$ cat config.mk
export PLATFORM = sky130hd
export DESIGN_NAME = aiso_top
export DESIGN_NICKNAME = d
export VERILOG_FILES = /design/src/include/aiso_pkg.sv /design/src/design/aiso_crc16.sv /design/src/design/aiso_sync2.sv /design/src/design/aiso_top.sv
export VERILOG_INCLUDE_DIRS = /design/src /design/src/include
export SDC_FILE = /design/constraint.sdc
export NUM_CORES = 1
export LEC_CHECK = 0
export ABC_CLOCK_PERIOD_IN_PS = 3600
export BUFFER_PORTS_ARGS = -buffer_cell sky130_fd_sc_hd__buf_4
export CELL_PAD_IN_SITES_DETAIL_PLACEMENT = 0
export CELL_PAD_IN_SITES_GLOBAL_PLACEMENT = 2
export CORE_ASPECT_RATIO = 0.75
export CORE_MARGIN = 2
export CORE_UTILIZATION = 30
export CTS_CLUSTER_DIAMETER = 40
export CTS_CLUSTER_SIZE = 40
export DETAILED_ROUTE_END_ITERATION = 10
export HOLD_SLACK_MARGIN = 0.06
export PLACE_DENSITY_LB_ADDON = 0.1
export SYNTH_ARGS = -nofsm -noshare
export SYNTH_HDL_FRONTEND = slang
export SYNTH_SLANG_ARGS = --single-unit
$ cat constraint.sdc
create_clock -name i_clk -period 3.6 [get_ports i_clk]
set_input_delay 0.18 -clock i_clk [delete_from_list [all_inputs] [get_ports i_clk]]
set_output_delay 0.18 -clock i_clk [all_outputs]
set_load 0.02 [all_outputs]
$ cat src/include/aiso_regs.svh
`ifndef AISO_REGS_SVH
`define AISO_REGS_SVH
`define AISO_ADDR_CURRENT   5'h00
`define AISO_ADDR_VOLT1     5'h01
`define AISO_ADDR_VOLT2     5'h02
`define AISO_ADDR_RSV_WIDE  5'h03
`define AISO_ADDR_SMP_CRC   5'h04
`define AISO_ADDR_SET_CRC   5'h05
`define AISO_ADDR_RSV_HALF  5'h06
`define AISO_ADDR_CAPTURE   5'h07
`define AISO_ADDR_SETUP     5'h08
`define AISO_ADDR_PRIMARY   5'h09
`define AISO_ADDR_KEY       5'h0A
`define AISO_ADDR_SYNC      5'h0B
`define AISO_ADDR_CNT_LOW   5'h0C
`define AISO_ADDR_CNT_HIGH  5'h0D
`define AISO_ADDR_EMI       5'h0E
`define AISO_ADDR_SECONDARY 5'h0F
`define AISO_ADDR_NOWRITE_A 5'h10
`define AISO_ADDR_NOWRITE_B 5'h11
`define AISO_ADDR_TEMP      5'h18
`define AISO_SETUP_CLOCK_OUTPUT   0
`define AISO_SETUP_PWRDWN   2
`define AISO_SETUP_SOFT_RESET_REQUEST    6
`define AISO_FLAG_RESETON   0
`define AISO_FLAG_PROT      2
`define AISO_SETUP_RST      8'h00
`define AISO_EMI_RST        8'hFF
`define AISO_KEY_UNLOCK     8'h9C
`define AISO_KEY_LOCK       8'hCA
`define AISO_SYNC_CLEAR     8'h01
`define AISO_SYNC_COMMAND      8'h02
`define AISO_VERSION        3'h1
`define AISO_CRC_INIT       16'hFFFF
`define AISO_CRC_POLY       16'h1021
`define AISO_CLK_NS         40
`define AISO_RST_HOLD_NS    2000
`define AISO_RST_HOLD_CYC   ((`AISO_RST_HOLD_NS + `AISO_CLK_NS - 1) / `AISO_CLK_NS)
`define AISO_HWRST_ZEROS    64
`define AISO_SAMPLE_READY_STROBE_CYC     64
`endif

$ cat src/include/aiso_pkg.sv
package aiso_pkg;
	typedef logic [7:0] aiso_byte_t;
	typedef logic [23:0] aiso_sample_t;
	typedef enum logic [2:0] {
		AISO_ST_RUN   = 3'b001,
		AISO_ST_HWRST = 3'b010,
		AISO_ST_SOFT_RESET_REQUEST = 3'b100
	} aiso_state_e;
endpackage : aiso_pkg

$ cat src/design/aiso_crc16.sv
`timescale 1ns/1ps
`include "aiso_regs.svh"
module aiso_crc16 #(
	parameter int W = 8
) (
	input  wire logic [W-1:0] i_data,
	output logic      [15:0]  o_crc
);
	// bitwise msb-first shift; purely combinational, caller registers it
	always_comb begin
		logic [15:0] c;
		c = `AISO_CRC_INIT;
		for (int k = W - 1; k >= 0; k--) begin
			if (c[15] ^ i_data[k])
				c = {c[14:0], 1'b0} ^ `AISO_CRC_POLY;
			else
				c = {c[14:0], 1'b0};
		end
		o_crc = c;
	end
endmodule : aiso_crc16

$ cat src/design/aiso_sync2.sv
`timescale 1ns/1ps
module aiso_sync2 #(
	parameter int W = 1
) (
	input  wire logic         i_clk,
	input  wire logic         i_resetn,
	input  wire logic [W-1:0] i_async,
	output logic      [W-1:0] o_sync
);
	logic [W-1:0] meta;

	always_ff @(posedge i_clk) begin
		if (!i_resetn) begin
			meta   <= '1;
			o_sync <= '1;
		end else begin
			meta   <= i_async;
			o_sync <= meta;
		end
	end
endmodule : aiso_sync2

$ cat src/design/aiso_top.sv
`timescale 1ns/1ps
`include "aiso_regs.svh"
module aiso_top (
	input  wire logic                 i_clk,
	input  wire logic                 i_resetn,
	input  wire logic                 i_sclk,
	input  wire logic                 i_cs_n,
	input  wire logic                 i_mosi,
	input  wire logic                 i_sample_valid,
	input  wire aiso_pkg::aiso_sample_t i_current_sample,
	input  wire aiso_pkg::aiso_sample_t i_voltage_one_sample,
	input  wire aiso_pkg::aiso_sample_t i_voltage_two_sample,
	input  wire aiso_pkg::aiso_byte_t i_temperature_offset,
	output logic                      o_miso,
	output logic                      o_miso_oe_n,
	output logic                      o_clk_sample_ready_strobe,
	output logic                      o_dcdc_enable,
	output logic                      o_modulator_enable,
	output aiso_pkg::aiso_byte_t      o_emission_control
);
	import aiso_pkg::*;

	localparam int HOLD = `AISO_RST_HOLD_CYC;

	function automatic logic [23:0] just8(input logic [7:0] v);
		just8 = {v, 16'h0000};
	endfunction : just8

	function automatic logic [23:0] just16(input logic [15:0] v);
		just16 = {v, 8'h00};
	endfunction : just16

	// pin sampling and edge finding
	logic [2:0]   pins_s;
	logic         sclk_d;
	logic         sclk_rise;
	logic         sclk_fall;
	logic         cs_n_s;
	logic         mosi_s;

	aiso_sync2 #(.W(3)) u_pin_sync (
		.i_clk   (i_clk),
		.i_resetn(i_resetn),
		.i_async ({i_sclk, i_cs_n, i_mosi}),
		.o_sync  (pins_s)
	);

	assign cs_n_s    = pins_s[1];
	assign mosi_s    = pins_s[0];
	assign sclk_rise = pins_s[2] & ~sclk_d;
	assign sclk_fall = ~pins_s[2] & sclk_d;

	always_ff @(posedge i_clk) begin
		if (!i_resetn)
			sclk_d <= 1'b1;
		else
			sclk_d <= pins_s[2];
	end

	// register state
	aiso_state_e  state;
	logic [15:0]  timer;
	aiso_byte_t   device_setup;
	aiso_byte_t   emission_control;
	logic         locked;
	logic [11:0]  sync_counter;
	logic [11:0]  sync_counter_capture;
	aiso_sample_t current_sample;
	aiso_sample_t voltage_one_sample;
	aiso_sample_t voltage_two_sample;
	logic [15:0]  sample_checksum;
	logic [15:0]  setup_checksum;
	logic [15:0]  next_sample_crc;
	logic [15:0]  next_setup_crc;
	logic [6:0]   zero_cnt;
	logic [6:0]   sample_ready_strobe_cnt;
	logic         clk_div;

	// serial frame state
	logic [4:0]   bit_cnt;
	logic [7:0]   rx_shift;
	logic [7:0]   next_rx;
	logic [4:0]   cmd_addr;
	logic         cmd_read;
	logic [23:0]  tx_shift;
	logic [23:0]  rd_word;
	logic         wr_pulse;
	logic         hw_event;
	logic         sw_event;
	logic         defaults_load;
	logic         wr_ok;

	assign next_rx  = {rx_shift[6:0], mosi_s};
	assign wr_pulse = sclk_rise && !cs_n_s && bit_cnt == 5'h0F && !cmd_read;
	// protection blocks everything except the key itself
	assign wr_ok    = wr_pulse && state == AISO_ST_RUN && (!locked || cmd_addr == `AISO_ADDR_KEY);
	// counted only while selected: a device whose chip select is high never sees the zeros
	assign hw_event = sclk_rise && !cs_n_s && !mosi_s
		&& zero_cnt == 7'(`AISO_HWRST_ZEROS - 1);
	assign sw_event = device_setup[`AISO_SETUP_SOFT_RESET_REQUEST];
	assign defaults_load = hw_event || sw_event;

	// frame: command byte {addr[4:0], read, 2'b00}, then data
	always_ff @(posedge i_clk) begin
		if (!i_resetn || cs_n_s)
			bit_cnt <= 5'h00;
		else if (sclk_rise && bit_cnt != 5'h1F)
			bit_cnt <= bit_cnt + 5'h01;
	end

	always_ff @(posedge i_clk) begin
		if (!i_resetn) begin
			rx_shift <= 8'h00;
			cmd_addr <= 5'h00;
			cmd_read <= 1'b0;
		end else if (sclk_rise && !cs_n_s) begin
			rx_shift <= next_rx;
			if (bit_cnt == 5'h07) begin
				cmd_addr <= next_rx[7:3];
				cmd_read <= next_rx[2];
			end
		end
	end

	// sixty-four zero bits in one frame; anything else restarts the count
	always_ff @(posedge i_clk) begin
		if (!i_resetn || cs_n_s)
			zero_cnt <= 7'h00;
		else if (sclk_rise) begin
			if (mosi_s || hw_event)
				zero_cnt <= 7'h00;
			else
				zero_cnt <= zero_cnt + 7'h01;
		end
	end

	always_comb begin
		case (cmd_addr)
		`AISO_ADDR_CURRENT:   rd_word = current_sample;
		`AISO_ADDR_VOLT1:     rd_word = voltage_one_sample;
		`AISO_ADDR_VOLT2:     rd_word = voltage_two_sample;
		`AISO_ADDR_SMP_CRC:   rd_word = just16(sample_checksum);
		`AISO_ADDR_SET_CRC:   rd_word = just16(setup_checksum);
		`AISO_ADDR_CAPTURE:   rd_word = just16({4'h0, sync_counter_capture});
		`AISO_ADDR_SETUP:     rd_word = just8(device_setup);
		`AISO_ADDR_PRIMARY:   rd_word = just8({5'h00, locked, 1'b0,
			state != AISO_ST_RUN});
		`AISO_ADDR_CNT_LOW:   rd_word = just8(sync_counter[7:0]);
		`AISO_ADDR_CNT_HIGH:  rd_word = just8({4'h0, sync_counter[11:8]});
		`AISO_ADDR_EMI:       rd_word = just8(emission_control);
		`AISO_ADDR_SECONDARY: rd_word = just8({5'h00, `AISO_VERSION});
		`AISO_ADDR_TEMP:      rd_word = just8(i_temperature_offset);
		// reserved, key and sync command all read as zero
		default:              rd_word = 24'h000000;
		endcase
	end

	// shift out on falling sclk so the host samples on the rising one
	always_ff @(posedge i_clk) begin
		if (!i_resetn || cs_n_s) begin
			tx_shift    <= 24'h000000;
			o_miso      <= 1'b0;
			o_miso_oe_n <= 1'b1;
		end else begin
			o_miso_oe_n <= 1'b0;
			if (sclk_fall && cmd_read && bit_cnt == 5'h08) begin
				o_miso   <= rd_word[23];
				tx_shift <= {rd_word[22:0], 1'b0};
			end else if (sclk_fall && cmd_read && bit_cnt > 5'h08) begin
				o_miso   <= tx_shift[23];
				tx_shift <= {tx_shift[22:0], 1'b0};
			end
		end
	end

	// power-on counts as a hardware reset
	always_ff @(posedge i_clk) begin
		if (!i_resetn) begin
			state <= AISO_ST_HWRST;
			timer <= 16'h0000;
		end else if (hw_event) begin
			state <= AISO_ST_HWRST;
			timer <= 16'h0000;
		end else if (sw_event) begin
			state <= AISO_ST_SOFT_RESET_REQUEST;
			timer <= 16'h0000;
		end else begin
			case (state)
			AISO_ST_RUN: timer <= 16'h0000;
			AISO_ST_HWRST, AISO_ST_SOFT_RESET_REQUEST: begin
				if (timer == 16'(HOLD - 1))
					state <= AISO_ST_RUN;
				else
					timer <= timer + 16'h0001;
			end
			default: state <= AISO_ST_HWRST;
			endcase
		end
	end

	// configuration registers; soft reset bit lives one cycle then defaults wipe it
	always_ff @(posedge i_clk) begin
		if (!i_resetn || defaults_load) begin
			device_setup     <= `AISO_SETUP_RST;
			emission_control <= `AISO_EMI_RST;
		end else if (wr_ok && cmd_addr == `AISO_ADDR_SETUP) begin
			device_setup <= next_rx;
		end else if (wr_ok && cmd_addr == `AISO_ADDR_EMI) begin
			emission_control <= next_rx;
		end
	end

	always_ff @(posedge i_clk) begin
		if (!i_resetn || defaults_load)
			locked <= 1'b0;
		else if (wr_ok && cmd_addr == `AISO_ADDR_KEY) begin
			if (next_rx == `AISO_KEY_LOCK)
				locked <= 1'b1;
			else if (next_rx == `AISO_KEY_UNLOCK)
				locked <= 1'b0;
		end
	end

	// free-running counter; sync command clears or snapshots it
	always_ff @(posedge i_clk) begin
		if (!i_resetn || defaults_load) begin
			sync_counter         <= 12'h000;
			sync_counter_capture <= 12'h000;
		end else if (wr_ok && cmd_addr == `AISO_ADDR_CNT_LOW) begin
			sync_counter[7:0] <= next_rx;
		end else if (wr_ok && cmd_addr == `AISO_ADDR_CNT_HIGH) begin
			sync_counter[11:8] <= next_rx[3:0];
		end else if (wr_ok && cmd_addr == `AISO_ADDR_SYNC && next_rx == `AISO_SYNC_CLEAR) begin
			sync_counter <= 12'h000;
		end else begin
			sync_counter <= sync_counter + 12'h001;
			if (wr_ok && cmd_addr == `AISO_ADDR_SYNC && next_rx == `AISO_SYNC_COMMAND)
				sync_counter_capture <= sync_counter;
		end
	end

	// samples only load from the converter; bus writes never reach them
	always_ff @(posedge i_clk) begin
		if (!i_resetn || defaults_load) begin
			current_sample     <= 24'h000000;
			voltage_one_sample <= 24'h000000;
			voltage_two_sample <= 24'h000000;
		end else if (i_sample_valid && state == AISO_ST_RUN
			&& !device_setup[`AISO_SETUP_PWRDWN]) begin
			current_sample     <= i_current_sample;
			voltage_one_sample <= i_voltage_one_sample;
			voltage_two_sample <= i_voltage_two_sample;
		end
	end

	aiso_crc16 #(.W(72)) u_sample_crc (
		.i_data({current_sample, voltage_one_sample, voltage_two_sample}),
		.o_crc (next_sample_crc)
	);

	aiso_crc16 #(.W(32)) u_setup_crc (
		.i_data({device_setup, emission_control, 4'h0, sync_counter[11:8], locked, 7'h00}),
		.o_crc (next_setup_crc)
	);

	// registered to keep the long xor chains off the read path
	always_ff @(posedge i_clk) begin
		if (!i_resetn) begin
			sample_checksum <= 16'h0000;
			setup_checksum  <= 16'h0000;
		end else begin
			sample_checksum <= next_sample_crc;
			setup_checksum  <= next_setup_crc;
		end
	end

	// ready strobe, low for a fixed count after each new sample
	always_ff @(posedge i_clk) begin
		if (!i_resetn || defaults_load)
			sample_ready_strobe_cnt <= 7'h00;
		else if (i_sample_valid && state == AISO_ST_RUN
			&& !device_setup[`AISO_SETUP_PWRDWN])
			sample_ready_strobe_cnt <= 7'(`AISO_SAMPLE_READY_STROBE_CYC);
		else if (sample_ready_strobe_cnt != 7'h00)
			sample_ready_strobe_cnt <= sample_ready_strobe_cnt - 7'h01;
	end

	always_ff @(posedge i_clk) begin
		if (!i_resetn) begin
			clk_div      <= 1'b0;
			o_clk_sample_ready_strobe <= 1'b1;
		end else begin
			clk_div <= ~clk_div;
			if (device_setup[`AISO_SETUP_CLOCK_OUTPUT])
				o_clk_sample_ready_strobe <= clk_div;
			else
				o_clk_sample_ready_strobe <= (sample_ready_strobe_cnt == 7'h00);
		end
	end

	// converter stays up through soft reset, drops in hardware reset
	always_ff @(posedge i_clk) begin
		if (!i_resetn) begin
			o_dcdc_enable      <= 1'b0;
			o_modulator_enable <= 1'b0;
			o_emission_control <= `AISO_EMI_RST;
		end else begin
			o_dcdc_enable      <= state != AISO_ST_HWRST
				&& !device_setup[`AISO_SETUP_PWRDWN];
			o_modulator_enable <= state != AISO_ST_HWRST
				&& !device_setup[`AISO_SETUP_PWRDWN];
			o_emission_control <= emission_control;
		end
	end
endmodule : aiso_top

Word level (Yosys, flattened, before mapping)
Cells that the tools add are included.

Logic and storage cells: 455. Register bits after elaboration: 239. Output and inout port bits: 13. Bits of input ports: 86.

Bitwise logic cells: 204. Magnitude comparators: 1. Add/sub/neg operators: 5. Eq/ne operators: 34. Reductions and logical operators: 53. Mux-type cells: 125.

Operator list (number): 13-bit 2-to-1 mux (104); 24-bit one-hot mux with 13 select lines (1); 3-bit inverter (102); 1-bit bitwise XOR (85); 5-bit by 4-bit equality test with 1-bit output (second input constant) (10); 24-bit 2-to-1 mux (2); 16-bit one-hot mux with 2 select lines (1); 1-bit logical AND (22); 7-bit 2-to-1 mux (3); 5-bit by 3-bit equality test with 1-bit output (second input constant) (4); 16-bit by 1-bit adder with 16-bit output (second input constant) (1); 16-bit by 6-bit equality test with 1-bit output (second input constant) (1); 8-bit equality test (second input constant) (2); 16-bit 2-to-1 mux (1); 8-bit 2-to-1 mux (2); 2-bit AND reduction (8); 12-bit by 1-bit adder with 12-bit output (second input constant) (1); 12-bit 2-to-1 mux (1); 1-bit inverter (9); 8-bit by 1-bit equality test with 1-bit output (second input constant) (1); 8-bit by 2-bit equality test with 1-bit output (second input constant) (1); 2-bit != test (second input constant) (4); 2-bit nonzero test (4); 7-bit by 1-bit adder with 7-bit output (second input constant) (1); 28 further kinds (51).

Depth between registers and ports, before layout
Depth after elaboration: 143. Gate-level depth with buffers: 12. Mapped depth without buffers: 12.

Cells and area by module
Synthesis repeated with hierarchy kept, for this count alone.

Cells, all modules: 1472. Area total of the unflattened synthesis: 14375.0 um^2.

Modules (own cells, without submodules): aiso_top (area each 10237.3 um^2, sequential area each 4664.5 um^2, instances 1, cells an instance 1186); aiso_crc16 (u_sample_crc) (area each 2969.1 um^2, sequential area each 0.0 um^2, instances 1, cells an instance 203); aiso_crc16 (u_setup_crc) (area each 1011.0 um^2, sequential area each 0.0 um^2, instances 1, cells an instance 71); aiso_sync2 (area each 157.7 um^2, sequential area each 120.1 um^2, instances 1, cells an instance 12).

Least setup slack after synthesis
OpenSTA, ideal clock, no wires.

Kind: register to register. From: reg current_sample[23]. To: reg sample_checksum[13]. Slack: -356 ps. Data arrival time: 3841 ps. Stages on the path, launching flop included: 12. Period minus slack after synthesis: 3956 ps. Path buffers: 1. Data required time: 3485 ps. Library setup time: 115 ps. Path through: dfxtp_1 > buf_4 > xnor2_1 > xnor3_1 > xor3_1 > xnor3_2 > xor3_2 > xnor2_4 > xnor3_2 > xor3_2 > xnor3_1 > and2_1.

Longest elaborated chain between the ends: 69. Elaborated cells between the ends (all ways): 164. Classes of those cells: 71 x mux; 93 x bitwise.

RTL lines: start, declared (line aiso_top.sv:68) `aiso_sample_t current_sample;`; start signal, assigned (line aiso_top.sv:250) `current_sample <= i_current_sample;`; 13-bit 2-to-1 mux * (line aiso_crc16.sv:14) `if (c[15] ^ i_data[k])`; 1-bit bitwise XOR / 13-bit 2-to-1 mux (equally long branches) (line aiso_crc16.sv:14); 13-bit 2-to-1 mux * (line aiso_crc16.sv:14); 13-bit 2-to-1 mux (2 in series) (line aiso_crc16.sv:14); 13-bit 2-to-1 mux / 3-bit inverter (equally long branches); 13-bit 2-to-1 mux (line aiso_crc16.sv:14); 13-bit 2-to-1 mux / 3-bit inverter (equally long branches); 13-bit 2-to-1 mux (line aiso_crc16.sv:14); [50 not listed]; 3-bit inverter (no line) (tied with other cells); 13-bit 2-to-1 mux (3 in series) (line aiso_crc16.sv:14); 13-bit 2-to-1 mux * (line aiso_crc16.sv:14); 13-bit 2-to-1 mux (line aiso_crc16.sv:14); 13-bit 2-to-1 mux / 3-bit inverter (equally long branches); 13-bit 2-to-1 mux (line aiso_crc16.sv:14); 3-bit inverter (no line) / 1-bit bitwise XOR (equally long branches); 13-bit 2-to-1 mux * (line aiso_crc16.sv:14); end signal, assigned (line aiso_top.sv:272) `sample_checksum <= next_sample_crc;`; end, declared (line aiso_top.sv:71) `logic [15:0] sample_checksum;`.

Every way passes the cells marked *; elsewhere a longest branch is shown, timed or not. A chain may end at the register's enable or synchronous reset.

Worst setup path in the final report
From: reg current_sample[19]. To: reg sample_checksum[13].

Longest elaborated chain between the ends: 68. Elaborated cells between the ends (all ways): 153. Classes of those cells: 67 x mux; 86 x bitwise.

RTL lines (line): 1-bit bitwise XOR * (aiso_crc16.sv:14); 13-bit 2-to-1 mux * (aiso_crc16.sv:14); 13-bit 2-to-1 mux (3 in series) (aiso_crc16.sv:14); 13-bit 2-to-1 mux * (aiso_crc16.sv:14); 13-bit 2-to-1 mux / 3-bit inverter (equally long branches); 13-bit 2-to-1 mux (aiso_crc16.sv:14); 3-bit inverter (no line) / 13-bit 2-to-1 mux (equally long branches); 13-bit 2-to-1 mux (aiso_crc16.sv:14); [46 not listed]; 13-bit 2-to-1 mux / 3-bit inverter (equally long branches); 13-bit 2-to-1 mux (aiso_crc16.sv:14); 3-bit inverter (no line) / 1-bit bitwise XOR (equally long branches); 13-bit 2-to-1 mux (3 in series) (aiso_crc16.sv:14); 13-bit 2-to-1 mux * (aiso_crc16.sv:14); 13-bit 2-to-1 mux (3 in series) (aiso_crc16.sv:14); 3-bit inverter (no line); 13-bit 2-to-1 mux * (aiso_crc16.sv:14).

Marks and branches as above.

==> impl_metrics.csv <==
group,metric,value,unit
synth,ys_top_cells_by_area,"dfxtp_1, xnor2_1, xnor3_1",
routing,viasPerCell,4.88,
global_routing,grt_pass1_vias,10900,
power_and_ir_drop,p_leak,0.00733,uW
worst_setup_path,path_class,"reg -> reg",
global_routing,track_usage,21.6,%
worst_setup_path,path_max_fanout,4,
worst_setup_path,critPathMostFrequentCell,"xnor3_2",
final_layout,fill_cells,4380,
sta,setup_tns,-0.383,ns
global_routing,overflow,0,
power_and_ir_drop,peakVddDrop,0.292,mV
synth,synthTopCellsByCount,"dfxtp_1, nand2_1, xnor2_1",
placed_design,gp_congestion,0.882,
clocking,clock_sinks,239,
synth,synth_most_common_cell,"dfxtp_1",
synth,synth-edff-count,0,
die,dieWidth,246,um
die,io_pins,99,
clocking,cts.reportedPaths.clkPinSlew,0.05,ns
final_layout,drive_gt1_share,25.0,%
routing,wl_per_cell,21.0,um
final_layout,ff_latch_area,4810,sq um
synth,synth_top_area_share,36.2,%
die,dieHeight,186,um
synth,yosysSeqAreaShare,36.2,%
routing,drc,0,
sta,min_period,3.71,ns
worst_setup_path,worstPathCellList,"xnor3_2 -> xor2_2 -> xnor3_2 -> buf_6 -> buf_4 -> xnor3_2 -> xor3_2 -> xnor2_4 -> xnor3_2 -> xor3_2 -> xnor3_1 -> and2_1",
die,core,43400,sq um
synth,async_flop_share,0,%
routing,first_iter_violations,924,
worst_setup_path,startpoint_type,"flop",
sta,whs,0.280,ns
sta,clock.fmax,270,MHz
worst_setup_path,critPathBufInv,2,
synth,yosys.area.top_type,"dfxtp_1",
sta,post-route-period-util,103,%
sta,slew_headroom,38.4,%
final_layout,layout.nets,1844,
sta,skew,0.0216,ns
global_routing,grt_max_degree,75,
worst_setup_path,slowest_delay,0.49,ns
placed_design,place_inst,2181,
placed_design,post_dp_cell_area,15600,sq um
power_and_ir_drop,power_density,371,nW/um^2
clocking,root_buffer,"clkbuf_16",
placed_design,dpl.hpwl,37100,um
worst_setup_path,cp-end-kind,"flop",
final_layout,final_cells,2357,
placed_design,numPortBuffers,98,
synth,synthesis.area,13200,sq um
synth,syn_inst,1459,
clocking,cts_htree_levels,2,
worst_setup_path,slowest_stage,"xnor3_2",
worst_setup_path,critical_path.top_delay_family,"XOR/XNOR gates",
routing,ant_nets,0,
die,rows,66,
sta,worst-slew-pin-transition,0.918,ns
worst_setup_path,worstPathRequired,4.03,ns
outcome,status,"finished with violations",
die,die-area,45800,sq um
final_layout,fin_area,18400,sq um
routing,vias,11500,
synth,synth-main-ff-cell,"dfxtp_1",
flow_run,drv_cap,0,
sta,slew_viol_final,0,
synth,syn-num-nets,1555,
sta,rsz0062_at_grt,"true",
synth,yosys_register_bits,239,
worst_setup_path,arrival,4.14,ns
die,start_util,30.5,%
min_path,hold_path_class,"in -> reg",
global_routing,grt_pass1_wl,72900,um
global_routing,antenna_found_initial,1,
sta,hold_violations,0,
final_layout,insertedDiodeCount,0,
sta,setup_viol,5,
synth,syn_area_per_cell,9.07,sq um
clocking,cts_made_buffers,42,
final_layout,syn_to_final_growth,38.7,%
clocking,cts_tree,"done",
outcome,failed_checks,"setup timing",
synth,synth_cell_types,60,
sta,fin_ws,-0.109,ns
clocking,cts_buffer_depth,3,
final_layout,multi_input_area,8430,sq um
clocking,clk_latency,0.54,ns
routing,drt_first_pass_iters,8,
routing,drt-total-wl,49600,um
synth,synth_warnings,0,
## metrics by stage
step,power [uW],worst slack (ns),utilization (%)
2_1_floorplan,2790,-0.0607,-
3_3_place_gp,2910,-0.210,36.0
3_5_place_dp,2910,-0.233,36.0
4_1_cts,6920,-0.128,41.9
5_1_grt,7050,-0.233,42.3
6_report,6810,-0.109,42.3
## worst reg2reg max path, cell delays in order, from the launching register on
cell and delay [ns]:
dfxtp_4 0.36, xnor3_2 0.49, xor2_2 0.18, xnor3_2 0.29, buf_6 0.16, buf_4 0.13, xnor3_2 0.37, xor3_2 0.47
xnor2_4 0.24, xnor3_2 0.30, xor3_2 0.27, xnor3_1 0.21, and2_1 0.15
## layout make-up
cell class              instances  share of cell area [%]
multi-input cells            1103                    45.9
flip-flops and latches        239                    26.2
repair buffers                346                    16.0
clock buffers                  52                    6.37
well taps                     578                    3.94
clock inverters                23                    1.15
inverters                      16                   0.327
## kinds of logic after synthesis
kind of cell               synth area share [%]
AOI/OAI and AO/OA                          13.0
xor gates and xnor gates                   27.3
adders and majority gates                 0.946
and+or+nand+nor                            17.0
buffers and inverters                      3.49
muxes                                      2.05
DFF                                        36.2
## flip-flops by register name (all words and copies together) (netlist names), 3 cells and up
name / count
voltage_two_sample: 24
voltage_one_sample: 24
tx_shift: 23
device_setup: 8
u_pin_sync.o_sync: 3
sample_checksum: 16
state: 3
current_sample: 24
u_pin_sync.meta: 3
setup_checksum: 16
sample_ready_strobe_cnt: 7
bit_cnt: 5
zero_cnt: 7
sync_counter_capture: 12
timer: 16
rx_shift: 7
sync_counter: 12
emission_control: 8
cmd_addr: 5
o_emission_control: 8
## metal layers
metal	global-route usage, %	vias up	wire length (um)
met5	0	-	0
met4	3.66	0	636
met3	5.42	45	3980
met2	28.5	359	18900
met1	34.7	5524	26000
li1	-	5571	-
## cell usage in the layout, fill, tap and decap left out, types with 20 or more instances in the layout
cell type,netlist,routed
xor2_1,58,47
a21oi_1,131,131
xnor2_2,6,24
buf_4,2,248
clkbuf_16,0,43
dlygate4sd3_1,0,79
a22oi_1,42,42
mux2i_1,26,26
xnor3_1,43,30
xnor3_2,9,22
nand2_1,221,221
dfxtp_1,239,228
a211oi_1,20,20
nand3_1,21,21
o21ai_0,26,26
xnor2_1,145,120
nand2b_1,24,24
nor2_1,141,140
## path summary, 6_finish.rpt
path	start	end	slack (ns)	depth (start not counted)
hold / removal	i_temperature_offset[0]	tx_shift[17]	0.28	5
setup reg to reg	current_sample[19]	sample_checksum[13]	-0.11	12
hold reg to reg	clk_div	clk_div	0.40	1
setup / recovery	current_sample[19]	sample_checksum[13]	-0.11	12
## power breakdown
part / internal, uW / switching (uW) / total, uW
logic: 143 / 95.4 / 238
clock network: 2460 / 1430 / 3890
registers: 2660 / 16.4 / 2680
## what timing repair did
| action | in CTS | in global routing |
|---|---|---|
| pin swaps | 35 | 14 |
| setup buffers | 20 | 5 |
| resized for setup | 55 | 20 |
| hold endpoints to repair | 87 | 0 |
| setup endpoints to repair | 15 | 14 |
| hold buffers | 79 | 0 |
No activity file was read; power rests on OpenSTA's default activity.
